## src/inc/gpio_defs.svh

```systemverilog
`ifndef GPIO_DEFS_SVH
`define GPIO_DEFS_SVH

// =====================================================================
// register indices (byte address = index * 4)
`define BANK_A_IDX       14'h0000
`define BANK_B_IDX       14'h0008
`define BANK_C_IDX       14'h0010
`define CHG_STATUS_IDX   14'h0018
`define CHG_FLAG_IDX     14'h0019
`define RISE_EN_IDX      14'h1f53

// =====================================================================
// widths and masks
`define BANK_A_W         6
`define BANK_B_W         4
`define BANK_C_W         8
`define BANK_C_SMALL_MSK 8'h3f
`define BANK_C_LARGE_MSK 8'hff
`define FLAG_BIT         0

// =====================================================================
// reset values
`define DIR_RST          8'hff
`define CTRL_RST         8'h00
`define RISE_EN_RST      8'h00

`endif

```

## src/inc/gpio_pkg.sv

```systemverilog
package gpio_pkg;

    // =================================================================
    // per-bank register slot, low three bits of the register index
    typedef enum logic [2:0] {
        SEL_PIN_LEVEL   = 3'h0,
        SEL_OUTPUT_HOLD = 3'h1,
        SEL_DIRECTION   = 3'h2,
        SEL_ANALOG      = 3'h3,
        SEL_PULLUP      = 3'h4,
        SEL_THRESHOLD   = 3'h5,
        SEL_SLEW        = 3'h6,
        SEL_OPEN_DRAIN  = 3'h7
    } bank_reg_t;

    typedef logic [13:0] reg_idx_t;

endpackage

```

## src/logic/gpio_bank.sv

```systemverilog
`timescale 1ns/1ps
`include "gpio_defs.svh"

module gpio_bank
    import gpio_pkg::*;
#(
    parameter int         W    = `BANK_A_W,
    parameter logic [W-1:0] IMPL = '1
) (
    input  wire logic         clk,        // system clock
    input  wire logic         rst_n,      // async reset, active low
    input  wire logic         wr_en,      // register write strobe
    input  gpio_pkg::bank_reg_t sel,      // register slot
    input  wire logic [W-1:0] wdata,      // write data
    input  wire logic [W-1:0] pad_in,     // raw pin levels
    input  wire logic [W-1:0] periph_en,  // peripheral owns the pin
    input  wire logic [W-1:0] periph_out, // peripheral drive value
    output logic      [W-1:0] pad_out,    // pin output value
    output logic      [W-1:0] pad_oe,     // pin output enable
    output logic      [W-1:0] pull_en,    // weak pull-up enables
    output logic      [W-1:0] thresh,     // input threshold select
    output logic      [W-1:0] slew,       // slew limit enables
    output logic      [W-1:0] din,        // digital pin levels
    output logic      [W-1:0] rdata       // selected register value
);

    logic [W-1:0] hold_ff, dir_ff, ana_ff, wpu_ff, thr_ff, slew_ff, od_ff;
    logic [W-1:0] sync1_ff, sync2_ff, din_ff, out_ff, oe_ff;
    logic [W-1:0] drive, nxt_out, nxt_oe, wmask;

    // =================================================================
    // writes: pin level and output hold both land in the latch
    function automatic logic [W-1:0] merge(input logic [W-1:0] old);
        return (wdata & IMPL) | (old & ~IMPL);
    endfunction

    wire wr_hold = wr_en && (sel == SEL_PIN_LEVEL || sel == SEL_OUTPUT_HOLD); // [RULE_04]
    assign wmask = IMPL;

    always_ff @(posedge clk or negedge rst_n) begin
        if (!rst_n) begin
            hold_ff <= W'(`CTRL_RST);
            dir_ff  <= W'(`DIR_RST);
            ana_ff  <= W'(`CTRL_RST);
            wpu_ff  <= W'(`CTRL_RST);
            thr_ff  <= W'(`CTRL_RST);
            slew_ff <= W'(`CTRL_RST);
            od_ff   <= W'(`CTRL_RST);
        end else begin
            if (wr_hold) hold_ff <= merge(hold_ff);                      // [RULE_04]
            if (wr_en && sel == SEL_DIRECTION)  dir_ff  <= merge(dir_ff);  // [RULE_02]
            if (wr_en && sel == SEL_ANALOG)     ana_ff  <= merge(ana_ff);
            if (wr_en && sel == SEL_PULLUP)     wpu_ff  <= merge(wpu_ff);
            if (wr_en && sel == SEL_THRESHOLD)  thr_ff  <= merge(thr_ff);
            if (wr_en && sel == SEL_SLEW)       slew_ff <= merge(slew_ff);
            if (wr_en && sel == SEL_OPEN_DRAIN) od_ff   <= merge(od_ff);
        end
    end

    // =================================================================
    // pin input: two flops, then the analog select blanks the buffer
    always_ff @(posedge clk or negedge rst_n) begin
        if (!rst_n) begin
            sync1_ff <= '0;
            sync2_ff <= '0;
            din_ff   <= '0;
        end else begin
            sync1_ff <= pad_in;
            sync2_ff <= sync1_ff;
            din_ff   <= sync2_ff & ~ana_ff & wmask;             // [RULE_06]
        end
    end

    // =================================================================
    // pin drive; open drain only ever pulls low
    genvar i;
    generate
        for (i = 0; i < W; i++) begin : g_pin
            assign drive[i]   = periph_en[i] ? periph_out[i] : hold_ff[i]; // [RULE_03]
            assign nxt_out[i] = od_ff[i] ? 1'b0 : drive[i];
            assign nxt_oe[i]  = !dir_ff[i] && (!od_ff[i] || !drive[i]);    // [RULE_13]
        end
    endgenerate

    always_ff @(posedge clk or negedge rst_n) begin
        if (!rst_n) begin
            out_ff <= '0;
            oe_ff  <= '0;
        end else begin
            out_ff <= nxt_out;
            oe_ff  <= nxt_oe;
        end
    end

    assign pad_out = out_ff;
    assign pad_oe  = oe_ff;
    assign pull_en = wpu_ff;
    assign thresh  = thr_ff;
    assign slew    = slew_ff;
    assign din     = din_ff;

    // level slot shows the pins, hold slot shows the latch
    assign rdata = IMPL & ((sel == SEL_PIN_LEVEL)   ? din_ff  :     // [RULE_05]
                           (sel == SEL_OUTPUT_HOLD) ? hold_ff :
                           (sel == SEL_DIRECTION)   ? dir_ff  :
                           (sel == SEL_ANALOG)      ? ana_ff  :
                           (sel == SEL_PULLUP)      ? wpu_ff  :
                           (sel == SEL_THRESHOLD)   ? thr_ff  :
                           (sel == SEL_SLEW)        ? slew_ff : od_ff);

    // =================================================================
    latch_write_a: assert property (@(posedge clk) disable iff (!rst_n) // [RULE_04]
        wr_hold |=> hold_ff == (($past(wdata) & IMPL) | ($past(hold_ff) & ~IMPL)))
        else $error("level or hold write did not update the latch");

    periph_drive_a: assert property (@(posedge clk) disable iff (!rst_n) // [RULE_03]
        (periph_en[0] && !od_ff[0]) |=> pad_out[0] == $past(periph_out[0]))
        else $error("latch drove a pin owned by a peripheral");

    dir_input_a: assert property (@(posedge clk) disable iff (!rst_n) // [RULE_13]
        dir_ff[0] |=> !pad_oe[0])
        else $error("input pin is being driven");

    analog_blank_a: assert property (@(posedge clk) disable iff (!rst_n) // [RULE_06]
        ana_ff[0] |=> !din[0])
        else $error("digital input followed an analog pin");

endmodule

```

## src/logic/gpio_port_top.sv

```systemverilog
// The APB register port was chosen for this implementation.
`timescale 1ns/1ps
`include "gpio_defs.svh"

// Contract
// RULE_01 - the block has bidirectional bank A of 6 pins, bank B of 4 pins only on the large variant, and bank C of 6 or 8 pins.
// RULE_02 - each bank has pin level, output hold, direction, analog, pull-up, threshold, slew and open-drain controls.
// RULE_03 - a pin owned by a peripheral is not driven from the output latch but still reads its level.
// RULE_04 - writing the pin level register or the output hold register both update the output latch.
// RULE_05 - the output hold register reads the latch while the pin level register reads the pins.
// RULE_06 - an analog select bit disables the digital input of its pin.
// RULE_07 - software should do read-modify-write of outputs through the output hold register.
// RULE_08 - with its rise enable set, a rising edge on a bank C pin sets its status bit and the change flag.
// RULE_09 - with its rise enable clear, a bank C pin detects no edge.
// RULE_10 - the bank C rise enable register has eight read/write bits that reset to zero.
// RULE_11 - rise enable bits 6 and 7 exist only on the large variant.
// RULE_12 - a rising edge is found by comparing the synchronised sample with the previous one on the system clock.
// RULE_13 - direction 1 makes the pin an input with the driver off, direction 0 drives the latch.

module gpio_port_top #(
    parameter bit LARGE_PKG = 1'b1
) (
    input  wire logic                 pclk,          // system clock, 25 MHz
    input  wire logic                 presetn,       // async reset, active low
    input  wire logic                 psel,          // apb select
    input  wire logic                 penable,       // apb enable
    input  wire logic                 pwrite,        // apb direction
    input  wire logic [15:0]          paddr,         // apb byte address
    input  wire logic [31:0]          pwdata,        // apb write data
    output logic      [31:0]          prdata,        // apb read data
    output logic                      pready,        // apb ready
    output logic                      pslverr,       // apb error
    input  wire logic [`BANK_A_W-1:0] a_in,          // bank A pin levels
    input  wire logic [`BANK_A_W-1:0] a_periph_en,   // bank A peripheral owns pin
    input  wire logic [`BANK_A_W-1:0] a_periph_out,  // bank A peripheral value
    output logic      [`BANK_A_W-1:0] a_out,         // bank A drive value
    output logic      [`BANK_A_W-1:0] a_oe,          // bank A drive enable
    output logic      [`BANK_A_W-1:0] a_pullup,      // bank A pull-ups
    output logic      [`BANK_A_W-1:0] a_thresh,      // bank A threshold select
    output logic      [`BANK_A_W-1:0] a_slew,        // bank A slew limit
    input  wire logic [`BANK_B_W-1:0] b_in,          // bank B pin levels
    input  wire logic [`BANK_B_W-1:0] b_periph_en,   // bank B peripheral owns pin
    input  wire logic [`BANK_B_W-1:0] b_periph_out,  // bank B peripheral value
    output logic      [`BANK_B_W-1:0] b_out,         // bank B drive value
    output logic      [`BANK_B_W-1:0] b_oe,          // bank B drive enable
    output logic      [`BANK_B_W-1:0] b_pullup,      // bank B pull-ups
    output logic      [`BANK_B_W-1:0] b_thresh,      // bank B threshold select
    output logic      [`BANK_B_W-1:0] b_slew,        // bank B slew limit
    input  wire logic [`BANK_C_W-1:0] c_in,          // bank C pin levels
    input  wire logic [`BANK_C_W-1:0] c_periph_en,   // bank C peripheral owns pin
    input  wire logic [`BANK_C_W-1:0] c_periph_out,  // bank C peripheral value
    output logic      [`BANK_C_W-1:0] c_out,         // bank C drive value
    output logic      [`BANK_C_W-1:0] c_oe,          // bank C drive enable
    output logic      [`BANK_C_W-1:0] c_pullup,      // bank C pull-ups
    output logic      [`BANK_C_W-1:0] c_thresh,      // bank C threshold select
    output logic      [`BANK_C_W-1:0] c_slew,        // bank C slew limit
    output logic                      change_flag    // rise change flag, sticky
);
    import gpio_pkg::*;

    // =================================================================
    // variant shaping
    localparam logic [`BANK_C_W-1:0] C_IMPL =
        LARGE_PKG ? `BANK_C_LARGE_MSK : `BANK_C_SMALL_MSK;          // [RULE_01] [RULE_11]

    // =================================================================
    // address decode
    function automatic logic bank_hit(input reg_idx_t idx, input reg_idx_t base);
        return idx[13:3] == base[13:3];
    endfunction

    reg_idx_t   idx;
    bank_reg_t  slot;
    logic       hit_a, hit_b, hit_c, hit_stat, hit_flag, hit_en, mapped;
    logic       setup, access_done, wr_go;

    assign idx      = paddr[15:2];
    assign slot     = bank_reg_t'(idx[2:0]);
    assign hit_a    = bank_hit(idx, `BANK_A_IDX);
    assign hit_b    = bank_hit(idx, `BANK_B_IDX) && LARGE_PKG;      // [RULE_01]
    assign hit_c    = bank_hit(idx, `BANK_C_IDX);
    assign hit_stat = idx == `CHG_STATUS_IDX;
    assign hit_flag = idx == `CHG_FLAG_IDX;
    assign hit_en   = idx == `RISE_EN_IDX;
    assign mapped   = hit_a || hit_b || hit_c || hit_stat || hit_flag || hit_en;

    // one wait-free answer: ready rises in the first access cycle
    logic        pready_ff, pslverr_ff;
    logic [31:0] prdata_ff;

    assign setup       = psel && !penable;
    assign access_done = psel && penable && pready_ff;
    assign wr_go       = access_done && pwrite && mapped;

    // =================================================================
    // the three banks
    logic [`BANK_A_W-1:0] a_din, a_rdata;
    logic [`BANK_B_W-1:0] b_din, b_rdata;
    logic [`BANK_C_W-1:0] c_din, c_rdata;

    gpio_bank #(.W(`BANK_A_W), .IMPL('1)) bank_a (                  // [RULE_01] [RULE_02]
        .clk        (pclk),
        .rst_n      (presetn),
        .wr_en      (wr_go && hit_a),
        .sel        (slot),
        .wdata      (pwdata[`BANK_A_W-1:0]),
        .pad_in     (a_in),
        .periph_en  (a_periph_en),
        .periph_out (a_periph_out),
        .pad_out    (a_out),
        .pad_oe     (a_oe),
        .pull_en    (a_pullup),
        .thresh     (a_thresh),
        .slew       (a_slew),
        .din        (a_din),
        .rdata      (a_rdata)
    );

    // on the small variant bank B exists but is never addressable
    gpio_bank #(.W(`BANK_B_W), .IMPL('1)) bank_b (                  // [RULE_01] [RULE_02]
        .clk        (pclk),
        .rst_n      (presetn),
        .wr_en      (wr_go && hit_b),
        .sel        (slot),
        .wdata      (pwdata[`BANK_B_W-1:0]),
        .pad_in     (b_in),
        .periph_en  (b_periph_en & {`BANK_B_W{LARGE_PKG}}),
        .periph_out (b_periph_out),
        .pad_out    (b_out),
        .pad_oe     (b_oe),
        .pull_en    (b_pullup),
        .thresh     (b_thresh),
        .slew       (b_slew),
        .din        (b_din),
        .rdata      (b_rdata)
    );

    gpio_bank #(.W(`BANK_C_W), .IMPL(C_IMPL)) bank_c (              // [RULE_01] [RULE_02]
        .clk        (pclk),
        .rst_n      (presetn),
        .wr_en      (wr_go && hit_c),
        .sel        (slot),
        .wdata      (pwdata[`BANK_C_W-1:0]),
        .pad_in     (c_in),
        .periph_en  (c_periph_en & C_IMPL),
        .periph_out (c_periph_out),
        .pad_out    (c_out),
        .pad_oe     (c_oe),
        .pull_en    (c_pullup),
        .thresh     (c_thresh),
        .slew       (c_slew),
        .din        (c_din),
        .rdata      (c_rdata)
    );

    // =================================================================
    // bank C rise detection
    logic [`BANK_C_W-1:0] rise_en_ff, status_ff, rise, stat_clr;
    logic [`BANK_C_W-1:0] nxt_rise_en, nxt_status;
    logic                 flag_ff, flag_clr, nxt_flag;

    rise_detect #(.W(`BANK_C_W)) c_edges (
        .clk    (pclk),
        .rst_n  (presetn),
        .din    (c_din),
        .enable (rise_en_ff),
        .rise   (rise)
    );

    assign nxt_rise_en = (wr_go && hit_en) ? (pwdata[`BANK_C_W-1:0] & C_IMPL)
                                           : rise_en_ff;          // [RULE_10] [RULE_11]
    // write one to clear; an edge in the same cycle wins over the clear
    assign stat_clr    = (wr_go && hit_stat) ? pwdata[`BANK_C_W-1:0] : '0;
    assign flag_clr    = wr_go && hit_flag && pwdata[`FLAG_BIT];
    assign nxt_status  = (status_ff & ~stat_clr) | rise;            // [RULE_08]
    assign nxt_flag    = (flag_ff && !flag_clr) || (|rise);        // [RULE_08]

    always_ff @(posedge pclk or negedge presetn) begin
        if (!presetn) begin
            rise_en_ff <= `RISE_EN_RST;                               // [RULE_10]
            status_ff  <= `CTRL_RST;
            flag_ff    <= 1'b0;
        end else begin
            rise_en_ff <= nxt_rise_en;
            status_ff  <= nxt_status;
            flag_ff    <= nxt_flag;
        end
    end

    assign change_flag = flag_ff;

    // =================================================================
    // apb answer, sampled in the setup cycle
    logic [31:0] rd_word;

    assign rd_word = hit_a    ? 32'(a_rdata)          :             // [RULE_05]
                     hit_b    ? 32'(b_rdata)          :
                     hit_c    ? 32'(c_rdata)          :
                     hit_stat ? 32'(status_ff)        :
                     hit_flag ? 32'(flag_ff)          :
                     hit_en   ? 32'(rise_en_ff)       : 32'h0000_0000;

    always_ff @(posedge pclk or negedge presetn) begin
        if (!presetn) begin
            pready_ff  <= 1'b0;
            pslverr_ff <= 1'b0;
            prdata_ff  <= 32'h0000_0000;
        end else begin
            pready_ff  <= setup;
            pslverr_ff <= setup && !mapped;
            prdata_ff  <= (setup && !pwrite) ? rd_word : prdata_ff;
        end
    end

    assign pready  = pready_ff;
    assign pslverr = pslverr_ff;
    assign prdata  = prdata_ff;

    // =================================================================
    // checks
    level_read_a: assert property (@(posedge pclk) disable iff (!presetn) // [RULE_05]
        (setup && !pwrite && hit_a && slot == SEL_PIN_LEVEL)
            |=> prdata[`BANK_A_W-1:0] == $past(a_din))
        else $error("pin level read did not return pin state");

    rise_sets_a: assert property (@(posedge pclk) disable iff (!presetn) // [RULE_08]
        rise[0] |=> status_ff[0] && change_flag)
        else $error("enabled rise did not set status and flag");

    no_rise_a: assert property (@(posedge pclk) disable iff (!presetn) // [RULE_09]
        (!rise_en_ff[0] && !status_ff[0]) |=> !status_ff[0])
        else $error("status set on a disabled pin");

    enable_write_a: assert property (@(posedge pclk) disable iff (!presetn) // [RULE_10]
        (wr_go && hit_en) |=> rise_en_ff == ($past(pwdata[`BANK_C_W-1:0]) & C_IMPL))
        else $error("rise enable write lost");

    upper_enable_a: assert property (@(posedge pclk) disable iff (!presetn) // [RULE_11]
        !LARGE_PKG |-> rise_en_ff[7:6] == 2'b00)
        else $error("unimplemented enable bits set");

    ready_pulse_a: assert property (@(posedge pclk) disable iff (!presetn)
        setup |=> pready ##1 !pready)
        else $error("ready not a single access cycle");

    set_wins_a: assert property (@(posedge pclk) disable iff (!presetn) // [RULE_08]
        (rise[1] && stat_clr[1]) |=> status_ff[1])
        else $error("clear beat a simultaneous rise");

    cov_read_c: cover property (@(posedge pclk) access_done && !pwrite && hit_c);
    cov_rise_c: cover property (@(posedge pclk) rise != '0 ##1 change_flag);
    cov_unmap_c: cover property (@(posedge pclk) access_done && pslverr);
    cov_flag_clr_c: cover property (@(posedge pclk) change_flag ##1 flag_clr ##1 !change_flag);

endmodule

```

## src/logic/rise_detect.sv

```systemverilog
`timescale 1ns/1ps
`include "gpio_defs.svh"

module rise_detect #(
    parameter int W = `BANK_C_W
) (
    input  wire logic         clk,      // system clock
    input  wire logic         rst_n,    // async reset, active low
    input  wire logic [W-1:0] din,      // synchronised pin levels
    input  wire logic [W-1:0] enable,   // per-pin rise enables
    output logic      [W-1:0] rise      // rising edge seen this cycle
);

    logic [W-1:0] prev_ff;

    // =================================================================
    // compare with the previous sample; a disabled pin never reports
    assign rise = din & ~prev_ff & enable;                  // [RULE_12] [RULE_09]

    always_ff @(posedge clk or negedge rst_n) begin
        if (!rst_n) begin
            prev_ff <= '0;
        end else begin
            prev_ff <= din;
        end
    end

    // =================================================================
    rise_timing_a: assert property (@(posedge clk) disable iff (!rst_n) // [RULE_12]
        (din[0] && !$past(din[0]) && enable[0]) |-> rise[0])
        else $error("enabled rising edge not reported in its cycle");

endmodule

```

## config.mk

```make
export PLATFORM = sky130hd
export DESIGN_NAME = gpio_port_top
export DESIGN_NICKNAME = d
export VERILOG_FILES = /design/src/inc/gpio_pkg.sv /design/src/logic/gpio_bank.sv /design/src/logic/gpio_port_top.sv /design/src/logic/rise_detect.sv
export VERILOG_INCLUDE_DIRS = /design/src /design/src/inc
export SDC_FILE = /design/constraint.sdc
export NUM_CORES = 1
export LEC_CHECK = 0
export ABC_AREA = 1
export ABC_CLOCK_PERIOD_IN_PS = 1310
export BUFFER_PORTS_ARGS = -buffer_cell sky130_fd_sc_hd__buf_4
export CAP_MARGIN = 40
export CORE_MARGIN = 2
export CORE_UTILIZATION = 38
export DETAILED_ROUTE_END_ITERATION = 10
export PLACE_DENSITY_LB_ADDON = 0.2
export RECOVER_POWER = 50
export SYNTH_ARGS = -nofsm -noshare
export SYNTH_HDL_FRONTEND = slang
export SYNTH_SLANG_ARGS = --single-unit
export TNS_END_PERCENT = 100
```

## constraint.sdc

```tcl
create_clock -name pclk -period 1.31 [get_ports pclk]
set_input_delay 0 -clock pclk [delete_from_list [all_inputs] [get_ports pclk]]
set_output_delay 0 -clock pclk [all_outputs]
set_load 0.05 [all_outputs]
```

==> results of run 1 <==
[per-layer routing]
layer | wire length (um) | GRT usage (%)
met5 | 0 | 0
met4 | 794 | 6.285
met3 | 2252 | 3.640
met2 | 16940 | 37.65
met1 | 16010 | 33.13
[worst min path at each step]
stage,startpoint,endpoint,slack [ns],depth (start not counted)
final,pwrite,prdata[6],0.07,6
after global routing,pwrite,prdata[6],0.09,6
after CTS,pwrite,change_flag,0.06,6
after detailed placement,presetn,bank_b.sync1_ff[1],-0.06,1
after global placement,presetn,bank_b.sync1_ff[1],-0.06,1
after floorplan,presetn,bank_a.ana_ff[0],-0.30,0
[area by class of cell]
| type | count | area [um^2] | share of cell area (%) |
|---|---|---|---|
| inverters | 87 | 331.6 | 1.957 |
| clock buffers | 44 | 882.1 | 5.206 |
| repair buffers | 460 | 3822 | 22.56 |
| clock inverters | 7 | 65.06 | 0.3840 |
| well taps | 384 | 480.5 | 2.836 |
| multi-input cells | 832 | 5019 | 29.62 |
| flip-flops and latches | 251 | 6342 | 37.43 |
[cells by family after synthesis]
logic type | after synthesis
other cells | 1
flops | 251
simple gates | 561
mux | 15
buf+inv | 160
compound gates | 223
[worst max-delay path: stages, from the launching register on]
cell and delay, ns:
dfrtp_2 0.37, nand3_2 0.08, nor2_4 0.12, nand2_4 0.12, nor2_4 0.15, buf_12 0.15, buf_6 0.11, nand2_4 0.08
nand2_1 0.08, o21ai_1 0.07
[layout by cell type (no fill, tap or decap), types with 3 or more instances in the layout]
| cell | count |
|---|---|
| o211ai_1 | 9 |
| dfstp_2 | 18 |
| nand2_8 | 23 |
| clkbuf_4 | 23 |
| nor2_1 | 131 |
| clkinv_2 | 4 |
| or2_4 | 4 |
| nand3_1 | 38 |
| o21ai_1 | 87 |
| nor3_1 | 6 |
| o21ai_0 | 18 |
| nor2_2 | 3 |
| nand4_1 | 8 |
| a21oi_1 | 26 |
| clkbuf_1 | 12 |
| buf_8 | 5 |
| nand2_4 | 36 |
| o22ai_1 | 9 |
| inv_2 | 10 |
| a31oi_1 | 3 |
| buf_6 | 15 |
| nand2_2 | 88 |
| buf_12 | 19 |
| o21ai_2 | 66 |
| clkbuf_2 | 44 |
| clkbuf_16 | 29 |
| nand3_2 | 13 |
| dfrtp_1 | 202 |
| dfrtp_2 | 31 |
| nand2_1 | 198 |
| or2_2 | 5 |
| inv_1 | 75 |
| conb_1 | 24 |
| dlygate4sd3_1 | 67 |
| mux2i_1 | 15 |
| buf_4 | 279 |
| clkbuf_8 | 11 |
| nor2_4 | 6 |
[cells in the mapped netlist (2+ instances only)]
library cell / instances / share of area [%]
inv_2: 4 / 0.14
o22ai_1: 9 / 0.52
clkbuf_1: 20 / 0.69
or2_1: 2 / 0.11
nor2_1: 134 / 4.6
nand3b_1: 2 / 0.14
buf_6: 7 / 0.72
dfrtp_1: 233 / 53
buf_2: 17 / 0.78
dfstp_2: 18 / 4.3
nand2_2: 4 / 0.23
buf_4: 25 / 1.7
nor2_4: 4 / 0.41
o21ai_2: 26 / 2.1
a31oi_1: 3 / 0.17
nand2_1: 324 / 11
nor3_1: 6 / 0.28
or2_2: 9 / 0.52
nand4_1: 8 / 0.46
o211ai_1: 9 / 0.62
a21oi_1: 26 / 1.2
nand3_2: 2 / 0.18
buf_1: 4 / 0.14
o21ai_1: 78 / 3.6
mux2i_1: 15 / 1.4
nand3_1: 50 / 2.3
inv_1: 81 / 2.8
o21ai_0: 67 / 3.1
nor2_2: 2 / 0.11
nand2_4: 8 / 0.83
[repair_timing]
item                                   in CTS  in global routing
setup endpoints to repair                 141                156
endpoints found under the hold margin     408                  0
gates cloned                                7                  2
buffers inserted                           18                 12
hold buffers                               67                  0
resized for setup                         102                181
pin swaps                                  33                 54
[through the flow]
step / total power [mW] / setup TNS (ns) / utilization (%) / hold WS [ns] / worst slack [ns]
global placement: 9.655 / -42.12 / 49.43 / -0.06120 / -0.4209
floorplan: 8.903 / -29.91 / - / -0.2956 / -0.2895
global route: 18.24 / -25.83 / 59.51 / 0.09132 / -0.2474
finish: 17.65 / -14.27 / 59.51 / 0.07294 / -0.1751
detailed placement: 9.670 / -47.31 / 49.43 / -0.06389 / -0.4220
CTS: 17.76 / -8.053 / 57.40 / 0.06139 / -0.1415
[report_power, final]
| part | internal [mW] | switching, mW |
|---|---|---|
| logic | 0.647 | 1.15 |
| clock network | 4.79 | 3.12 |
| registers | 7.90 | 0.0522 |
| total | 13.3 | 4.32 |
==> run_results.csv, run 1 <==
group,metric,value,unit
status,outcome,"complete, but fails checks",
status,violations,"setup timing",
hold_path,hp-class,"input port to flop",
setup_path,startpoint,"pready",
logic_synthesis,synthSimpleGateAreaFrac,22.19,%
detailed_routing,detail-route-antenna-nets,0,
setup_path,cp-end-kind,"flop",
sta,finalCriticalPeriod,1.485,ns
sta,fmaxAchievable,0.6734,GHz
floorplan,core_area,28470,um^2
detailed_routing,routedWlPerCell,17.43,um
setup_path,rr_worst_depth,9,
detailed_routing,drc,0,
detailed_routing,drt_iter0_markers,741,
detailed_routing,wl,35990,um
clocking,cts_tree,"built",
floorplan,die_h,173.5,um
placement,placed_area,14070,um^2
floorplan,die_area,30100,um^2
placement,port_buffers,181,
sta,setup_viol,136,
logic_synthesis,yosysUniqueCellTypes,44,
floorplan,die_w,173.5,um
logic_synthesis,seq_area_frac_synth,57.74,%
clocking,cts.path.max_buffers,3,
logic_synthesis,netlist_instances,1211,
grt,gr-total-overflow,0,
sta,worst_slack,-0.1751,ns
logic_synthesis,muxShareOfSynthArea,1.375,%
setup_path,reg2reg_slack,-0.18,ns
logic_synthesis,ys_ff_latch,251,
layout,num_antenna_cells,0,
sta,fin_crit_sh,113.4,%
sta,tightestPinTransition,0.6412,ns
logic_synthesis,synth_top_family_by_area,"simple AND/OR/NAND/NOR gates",
flow_run,maxCapViolCount,0,
sta,final_hold_viol_count,0,
setup_path,endpoint,"bank_b.pull_en[0]",
layout,layoutNonFillerInstCount,2065,
layout,fillerInstances,2489,
sta,slew_headroom,57.21,%
logic_synthesis,synth-compound-area-share,11.62,%
logic_synthesis,synthArstFlopShare,100.0,%
setup_path,crit_required,1.71,ns
grt,globalRouteTotalUtil,23.41,%
setup_path,path_max_fanout,8,
layout,fin_nets,1767,
pwr,power_density,1042,nW/um^2
clocking,cts.sinks,251,
setup_path,r2r_start,"pready",
logic_synthesis,syn_area,10920,um^2
layout,design_area,16940,um^2
setup_path,r2r_end,"bank_b.pull_en[0]",
sta,rsz0062_at_grt,"yes",
clocking,clock_latency,0.54,ns
clocking,cts_buffers,28,
clocking,path_clk_slew,0.06,ns
grt,grt_pass1_vias,9835,
logic_synthesis,synthXorXnorAreaFrac,0,%
detailed_routing,vias,10030,
logic_synthesis,synthAdderAreaFrac,0,%
grt,grt_pass1_wl,55390,um
sta,final_max_slew_viol_count,0,
logic_synthesis,synth_edf_count,0,
layout,drive_above_1_share,44.38,%
placement,hpwl,24840,um
floorplan,start_util,38.35,%
pwr,leakagePower,8.113,nW
grt,grt_max_degree,46,
logic_synthesis,avgSynthCellArea,9.016,um^2
placement,place_inst,1910,
clocking,cts_root_buf,"clkbuf_16",
logic_synthesis,yosys_warnings,0,
detailed_routing,vias_per_cell,4.855,
clocking,htree_levels,1,
setup_path,cp_data_arrival_time,1.88,ns
detailed_routing,drtPass1Iterations,6,
grt,antenna_found_initial,0,
floorplan,ios,232,
setup_path,start_kind,"flop",
sta,worst_clock_skew,0.01603,ns
setup_path,crit_type,"flop to flop",
pwr,ir_drop,0.0008993,V
placement,gp_congestion,0.8633,
logic_synthesis,synth_flop_cell,"dfrtp_1",
layout,area_growth,55.18,%
floorplan,rows,62,
Power figures use the tool's default switching activity.
==> run 2, diff against run 1 <==
Settings changed: CORE_UTILIZATION 38 to 35, RECOVER_POWER 50 to 25.
==> run 2 against run 1 <==
The flow still finishes with violations (setup timing). Count of clock-buffer cells in the layout shrank 6. First-iteration DRC count increased by 17%. Critical path depth unchanged. Worst hold slack gained 0.044 ns. Cell count down 0.15%. Maximum frequency rose by 2.7%. Core utilization down 4.5 points. Non-clock buffer count down 12. Flip-flop and latch count is the same. Die area increased by 8.4%. Critical endpoint is now bank_c.hold_ff[6]. Largest cell class unchanged.
==> run_results.csv, run 2 (synthesis results as in run 1) <==
group,metric,value,unit
status,outcome,"complete, but fails checks",
status,violations,"setup timing",
setup_path,endpoint,"bank_c.hold_ff[6]",
setup_path,startpoint,"pready",
grt,grt_pass1_wl,56130,um
setup_path,crit_required,1.70,ns
pwr,power_density,1070,nW/um^2
sta,worst_clock_skew,0.007757,ns
grt,gr-total-overflow,0,
layout,num_antenna_cells,0,
layout,layout_common_cells,"buf_4 (317), nand2_1 (214), dfrtp_1 (202)",
setup_path,start_kind,"flop",
clocking,path_clk_slew,0.06,ns
sta,slew_headroom,52.53,%
clocking,cts_tree,"built",
detailed_routing,routedWlPerCell,17.81,um
sta,fin_crit_sh,110.3,%
floorplan,die_w,180.6,um
layout,area_growth,54.63,%
detailed_routing,drt_iter0_markers,870,
detailed_routing,detail-route-antenna-nets,0,
detailed_routing,drc,0,
floorplan,rows,64,
placement,port_buffers,181,
grt,globalRouteTotalUtil,22.01,%
pwr,leakagePower,8.115,nW
grt,antenna_found_initial,0,
layout,finish.utilization,55.05,%
clocking,cts_buffers,27,
setup_path,cp-end-kind,"flop",
sta,worst_slack,-0.1353,ns
hold_path,hp-class,"input port to flop",
sta,final_hold_viol_count,0,
placement,gp_congestion,0.8711,
grt,grt_pass1_vias,9627,
setup_path,r2r_end,"bank_c.hold_ff[6]",
clocking,cts.sinks,251,
setup_path,r2r_start,"pready",
sta,tns,-8.546,ns
setup_path,rr_worst_depth,9,
setup_path,crit_type,"flop to flop",
flow_run,maxCapViolCount,0,
floorplan,die_h,180.6,um
detailed_routing,wl,36720,um
sta,finalCriticalPeriod,1.445,ns
floorplan,die_area,32620,um^2
placement,hpwl,25680,um
setup_path,cp_data_arrival_time,1.84,ns
sta,final_max_slew_viol_count,0,
sta,rsz0062_at_grt,"yes",
clocking,cts.path.max_buffers,3,
setup_path,reg2reg_slack,-0.14,ns
detailed_routing,vias_per_cell,4.845,
layout,design_area,16880,um^2
floorplan,core_area,30670,um^2
placement,pre_cts_ws,-0.4093,ns
clocking,cts_root_buf,"clkbuf_16",
sta,setup_viol,148,
detailed_routing,drtPass1Iterations,5,
pwr,ir_drop,0.0008011,V
sta,fmaxAchievable,0.6919,GHz
setup_path,path_max_fanout,16,
grt,grt_max_degree,45,
floorplan,start_util,35.60,%
layout,drive_above_1_share,43.40,%
placement,placed_area,14110,um^2
clocking,htree_levels,1,
floorplan,ios,232,
hold_path,whs_path_depth,7,
layout,fin_nets,1753,
detailed_routing,vias,9990,
clocking,clock_latency,0.53,ns
layout,layout_commonest_cell,"buf_4",
sta,tightestPinTransition,0.7120,ns
==> run 2: final cells by class <==
| cell class | instances | area (um^2) |
|---|---|---|
| Clock buffer | 38 | 787.0 |
| Clock inverter | 11 | 186.4 |
| Fill cell | 2725 | 13790 |
| Inverter | 87 | 339.1 |
| Multi-Input combinational cell | 831 | 4888 |
| Sequential cell | 251 | 6342 |
| Tap cell | 396 | 495.5 |
| Timing Repair Buffer | 448 | 3844 |
==> run 2: what timing repair did <==
item                       CTS  global route
gates resized for setup     74           189
gates cloned                 3             6
pin swaps                   26            41
hold buffers                68             0
hold endpoints to repair   414             0
setup buffers                6            13
setup endpoints to repair  139           151
==> run 2: critical path, cell delays in order, from the launching register on <==
cell	delay, ns
dfrtp_2	0.36
nand3_2	0.08
nor2_4	0.11
nand2_4	0.11
nor2_8	0.12
buf_12	0.16
buf_12	0.11
nand2_8	0.10
nand2_1	0.08
o21ai_1	0.06
==> run 2: worst min-delay path by stage <==
stage / endpoint / from
global placement: bank_a.sync2_ff[3] / presetn
global route: bank_c.sync1_ff[7] / c_in[7]
finish: pslverr / paddr[5]
detailed placement: bank_a.sync2_ff[3] / presetn
floorplan: bank_a.ana_ff[0] / presetn
CTS: bank_c.sync1_ff[3] / c_in[3]
==> run 2: where the power goes <==
group          switching [mW]  internal (mW)  total, mW
Combinational            1.15          0.679       1.83
Clock                    3.14           5.15       8.29
Sequential             0.0549           7.89       7.95
==> run 2: layer usage <==
metal	up-vias	global-route usage, %	wire length [um]
li1	4778	-	-
met5	-	0	0
met4	0	6.484	1105
met1	4816	31.47	16720
met2	329	34.60	16830
met3	67	3.375	2065
==> run 2: stage by stage <==
step           cells  hold slack, ns  total power [mW]
2_1_floorplan   1234         -0.2956             8.903
3_3_place_gp    1919        -0.07058             9.682
3_5_place_dp    1919        -0.07276             9.690
4_1_cts         2044         0.08974             18.21
5_1_grt         2062          0.1167             18.75
6_report        2062          0.1171             18.07
==> run 3, diff against run 2 <==
--- a/config.mk
+++ b/config.mk
@@ -14,2 +14,3 @@
 export CORE_UTILIZATION = 35
+export CTS_BUF_LIST = sky130_fd_sc_hd__clkbuf_4 sky130_fd_sc_hd__clkbuf_8
 export DETAILED_ROUTE_END_ITERATION = 10
@@ -17,2 +18,3 @@
 export RECOVER_POWER = 25
+export SETUP_SLACK_MARGIN = 0.3
 export SYNTH_ARGS = -nofsm -noshare
==> constraint.sdc (replaced) <==
create_clock -name pclk -period 1.31 [get_ports pclk]
set_input_delay 0.131 -clock pclk [delete_from_list [all_inputs] [get_ports pclk]]
set_output_delay 0.131 -clock pclk [all_outputs]
set_load 0.05 [all_outputs]
==> run 3 against run 2 <==
The flow still finishes with violations (setup timing). Non-clock buffer count up 46. Clock power rose by 4.7%. Cell area is 6.9% higher. Sequential share of layout area is 2.6 points lower. Critical path type unchanged.
==> run_results.csv, run 3 (synthesis results as in run 1) <==
group,metric,value,unit
status,outcome,"complete, but fails checks",
grt,antenna_found_initial,0,
floorplan,core_area,30670,um^2
sta,fmaxAchievable,0.6702,GHz
sta,holdWs,0.03818,ns
pwr,internal_power,13.93,mW
sta,finalCriticalPeriod,1.492,ns
setup_path,crit_required,1.75,ns
floorplan,die_w,180.6,um
clocking,clock_latency,0.57,ns
floorplan,start_util,35.60,%
pwr,leakagePower,8.671,nW
placement,pre_cts_ws,-0.5227,ns
sta,fin_crit_sh,113.9,%
sta,final_max_slew_viol_count,0,
placement,gp_congestion,0.8777,
layout,drive_above_1_share,45.37,%
detailed_routing,routedWlPerCell,17.72,um
setup_path,path_max_fanout,8,
setup_path,crit_type,"flop to flop",
layout,layout_common_cells,"buf_4 (238), dfrtp_1 (226), nand2_1 (208)",
clocking,path_clk_slew,0.06,ns
clocking,cts_buffers,45,
grt,grt_max_degree,93,
hold_path,hp-class,"input port to flop",
clocking,cts.path.max_buffers,3,
pwr,combPwrFrac,10.2,%
flow_run,maxCapViolCount,0,
clocking,cts_root_buf,"clkbuf_8",
grt,grt_pass1_vias,10470,
pwr,swShare,24.86,%
detailed_routing,vias,10290,
setup_path,start_kind,"flop",
pwr,ir_drop,0.0008953,V
setup_path,cp-end-kind,"flop",
setup_path,rr_worst_depth,8,
sta,setup_viol,195,
sta,slew_headroom,49.33,%
pwr,p_switching,4.610,mW
clocking,cts_tree,"built",
pwr,power_density,1027,nW/um^2
clocking,htree_levels,2,
detailed_routing,drtPass1Iterations,5,
pwr,clkPwrFrac,46.8,%
layout,fin_nets,1818,
layout,area_growth,65.31,%
detailed_routing,wl,37980,um
clocking,cts.sinks,251,
floorplan,die_area,32620,um^2
status,violations,"setup timing",
detailed_routing,drt_iter0_markers,547,
pwr,p_seq_share,42.9,%
grt,gr-total-overflow,0,
hold_path,whs_path_depth,4,
sta,rsz0062_at_grt,"yes",
sta,final_hold_viol_count,0,
detailed_routing,drc,0,
sta,tightestPinTransition,0.7600,ns
layout,num_antenna_cells,0,
layout,layout_commonest_cell,"buf_4",
placement,hpwl,25830,um
placement,port_buffers,181,
detailed_routing,vias_per_cell,4.800,
grt,globalRouteTotalUtil,23.05,%
detailed_routing,detail-route-antenna-nets,0,
layout,layoutNonFillerInstCount,2144,
floorplan,ios,232,
placement,place_inst,1928,
setup_path,reg2reg_slack,-0.18,ns
sta,worst_slack,-0.1820,ns
floorplan,rows,64,
floorplan,die_h,180.6,um
sta,worst_clock_skew,0.02696,ns
setup_path,cp_data_arrival_time,1.93,ns
grt,grt_pass1_wl,58530,um
-- run 3: changes by cell type in the layout (fill, tap and decap cells not counted), sizes merged --
| cell | before | now |
|---|---|---|
| nand2 | 344 | 345 |
| buf | 355 | 413 |
| inv | 85 | 87 |
| dlygate4sd3 | 68 | 59 |
| clkbuf | 63 | 97 |
| clkinv | 7 | 4 |
| bufinv | 5 | 4 |
-- run 3: critical path, stage by stage, from the launching register on --
cell     delay (ns)
dfrtp_2        0.38
nand3_4        0.07
nor2_4         0.19
nand2_8        0.12
nor2_8         0.17
buf_12         0.21
nand2_8        0.11
nand2_4        0.08
o21ai_2        0.05
-- run 3: final timing paths --
check,start,endpoint
max in group asynchronous,presetn,bank_c.dir_ff[4]
max reg2reg,pready,bank_c.slew[0]
min in group asynchronous,presetn,bank_c.pull_en[2]
max,pready,bank_c.slew[0]
min,pwdata[5],bank_c.slew[5]
min reg2reg,bank_c.sync1_ff[3],bank_c.sync2_ff[3]
-- run 3: power by group through the flow --
| stage | Combinational, mW | Clock [mW] | Sequential [mW] |
|---|---|---|---|
| floorplan | 0.686 | 0 | 8.22 |
| global placement | 1.65 | 0 | 8.09 |
| detailed placement | 1.66 | 0 | 8.09 |
| CTS | 1.88 | 8.83 | 7.96 |
| global route | 2.04 | 9.22 | 7.97 |
| finish | 1.90 | 8.68 | 7.96 |
-- run 3: layout make-up --
type | instances | area [um^2]
fill | 2618 | 12620
sequential | 251 | 6312
multi-input combinational | 832 | 4940
timing repair buffer | 494 | 4862
clock buffer | 75 | 932.1
tap | 396 | 495.5
inverter | 87 | 349.1
clock inverter | 9 | 157.7
-- run 3: metrics by stage --
stage | total power [mW] | TNS (ns) | utilization [%] | instance area (um^2)
finish | 18.54 | -18.71 | 58.85 | 18050
global route | 19.24 | -37.46 | 58.85 | 18050
CTS | 18.67 | -17.82 | 56.68 | 17380
detailed placement | 9.750 | -69.20 | 46.39 | 14230
global placement | 9.746 | -65.85 | 46.39 | 14230
floorplan | 8.910 | -32.27 | - | 11230
-- run 3: what timing repair did --
| action | in CTS | in global routing |
|---|---|---|
| buffers inserted | 37 | 26 |
| endpoints found under the setup margin | 253 | 255 |
| endpoints found under the hold margin | 297 | 0 |
| cloned | 9 | 1 |
| pin swaps | 36 | 48 |
| gates resized for setup | 303 | 147 |
| hold buffers | 59 | 0 |
-- run 3: per-layer routing --
layer	GRT usage (%)	vias to the layer above	routed length, um
li1	-	4904	-
met1	30.95	4930	16330
met2	37.37	357	17960
met3	4.002	101	2207
met4	8.645	0	1486
met5	0	-	0
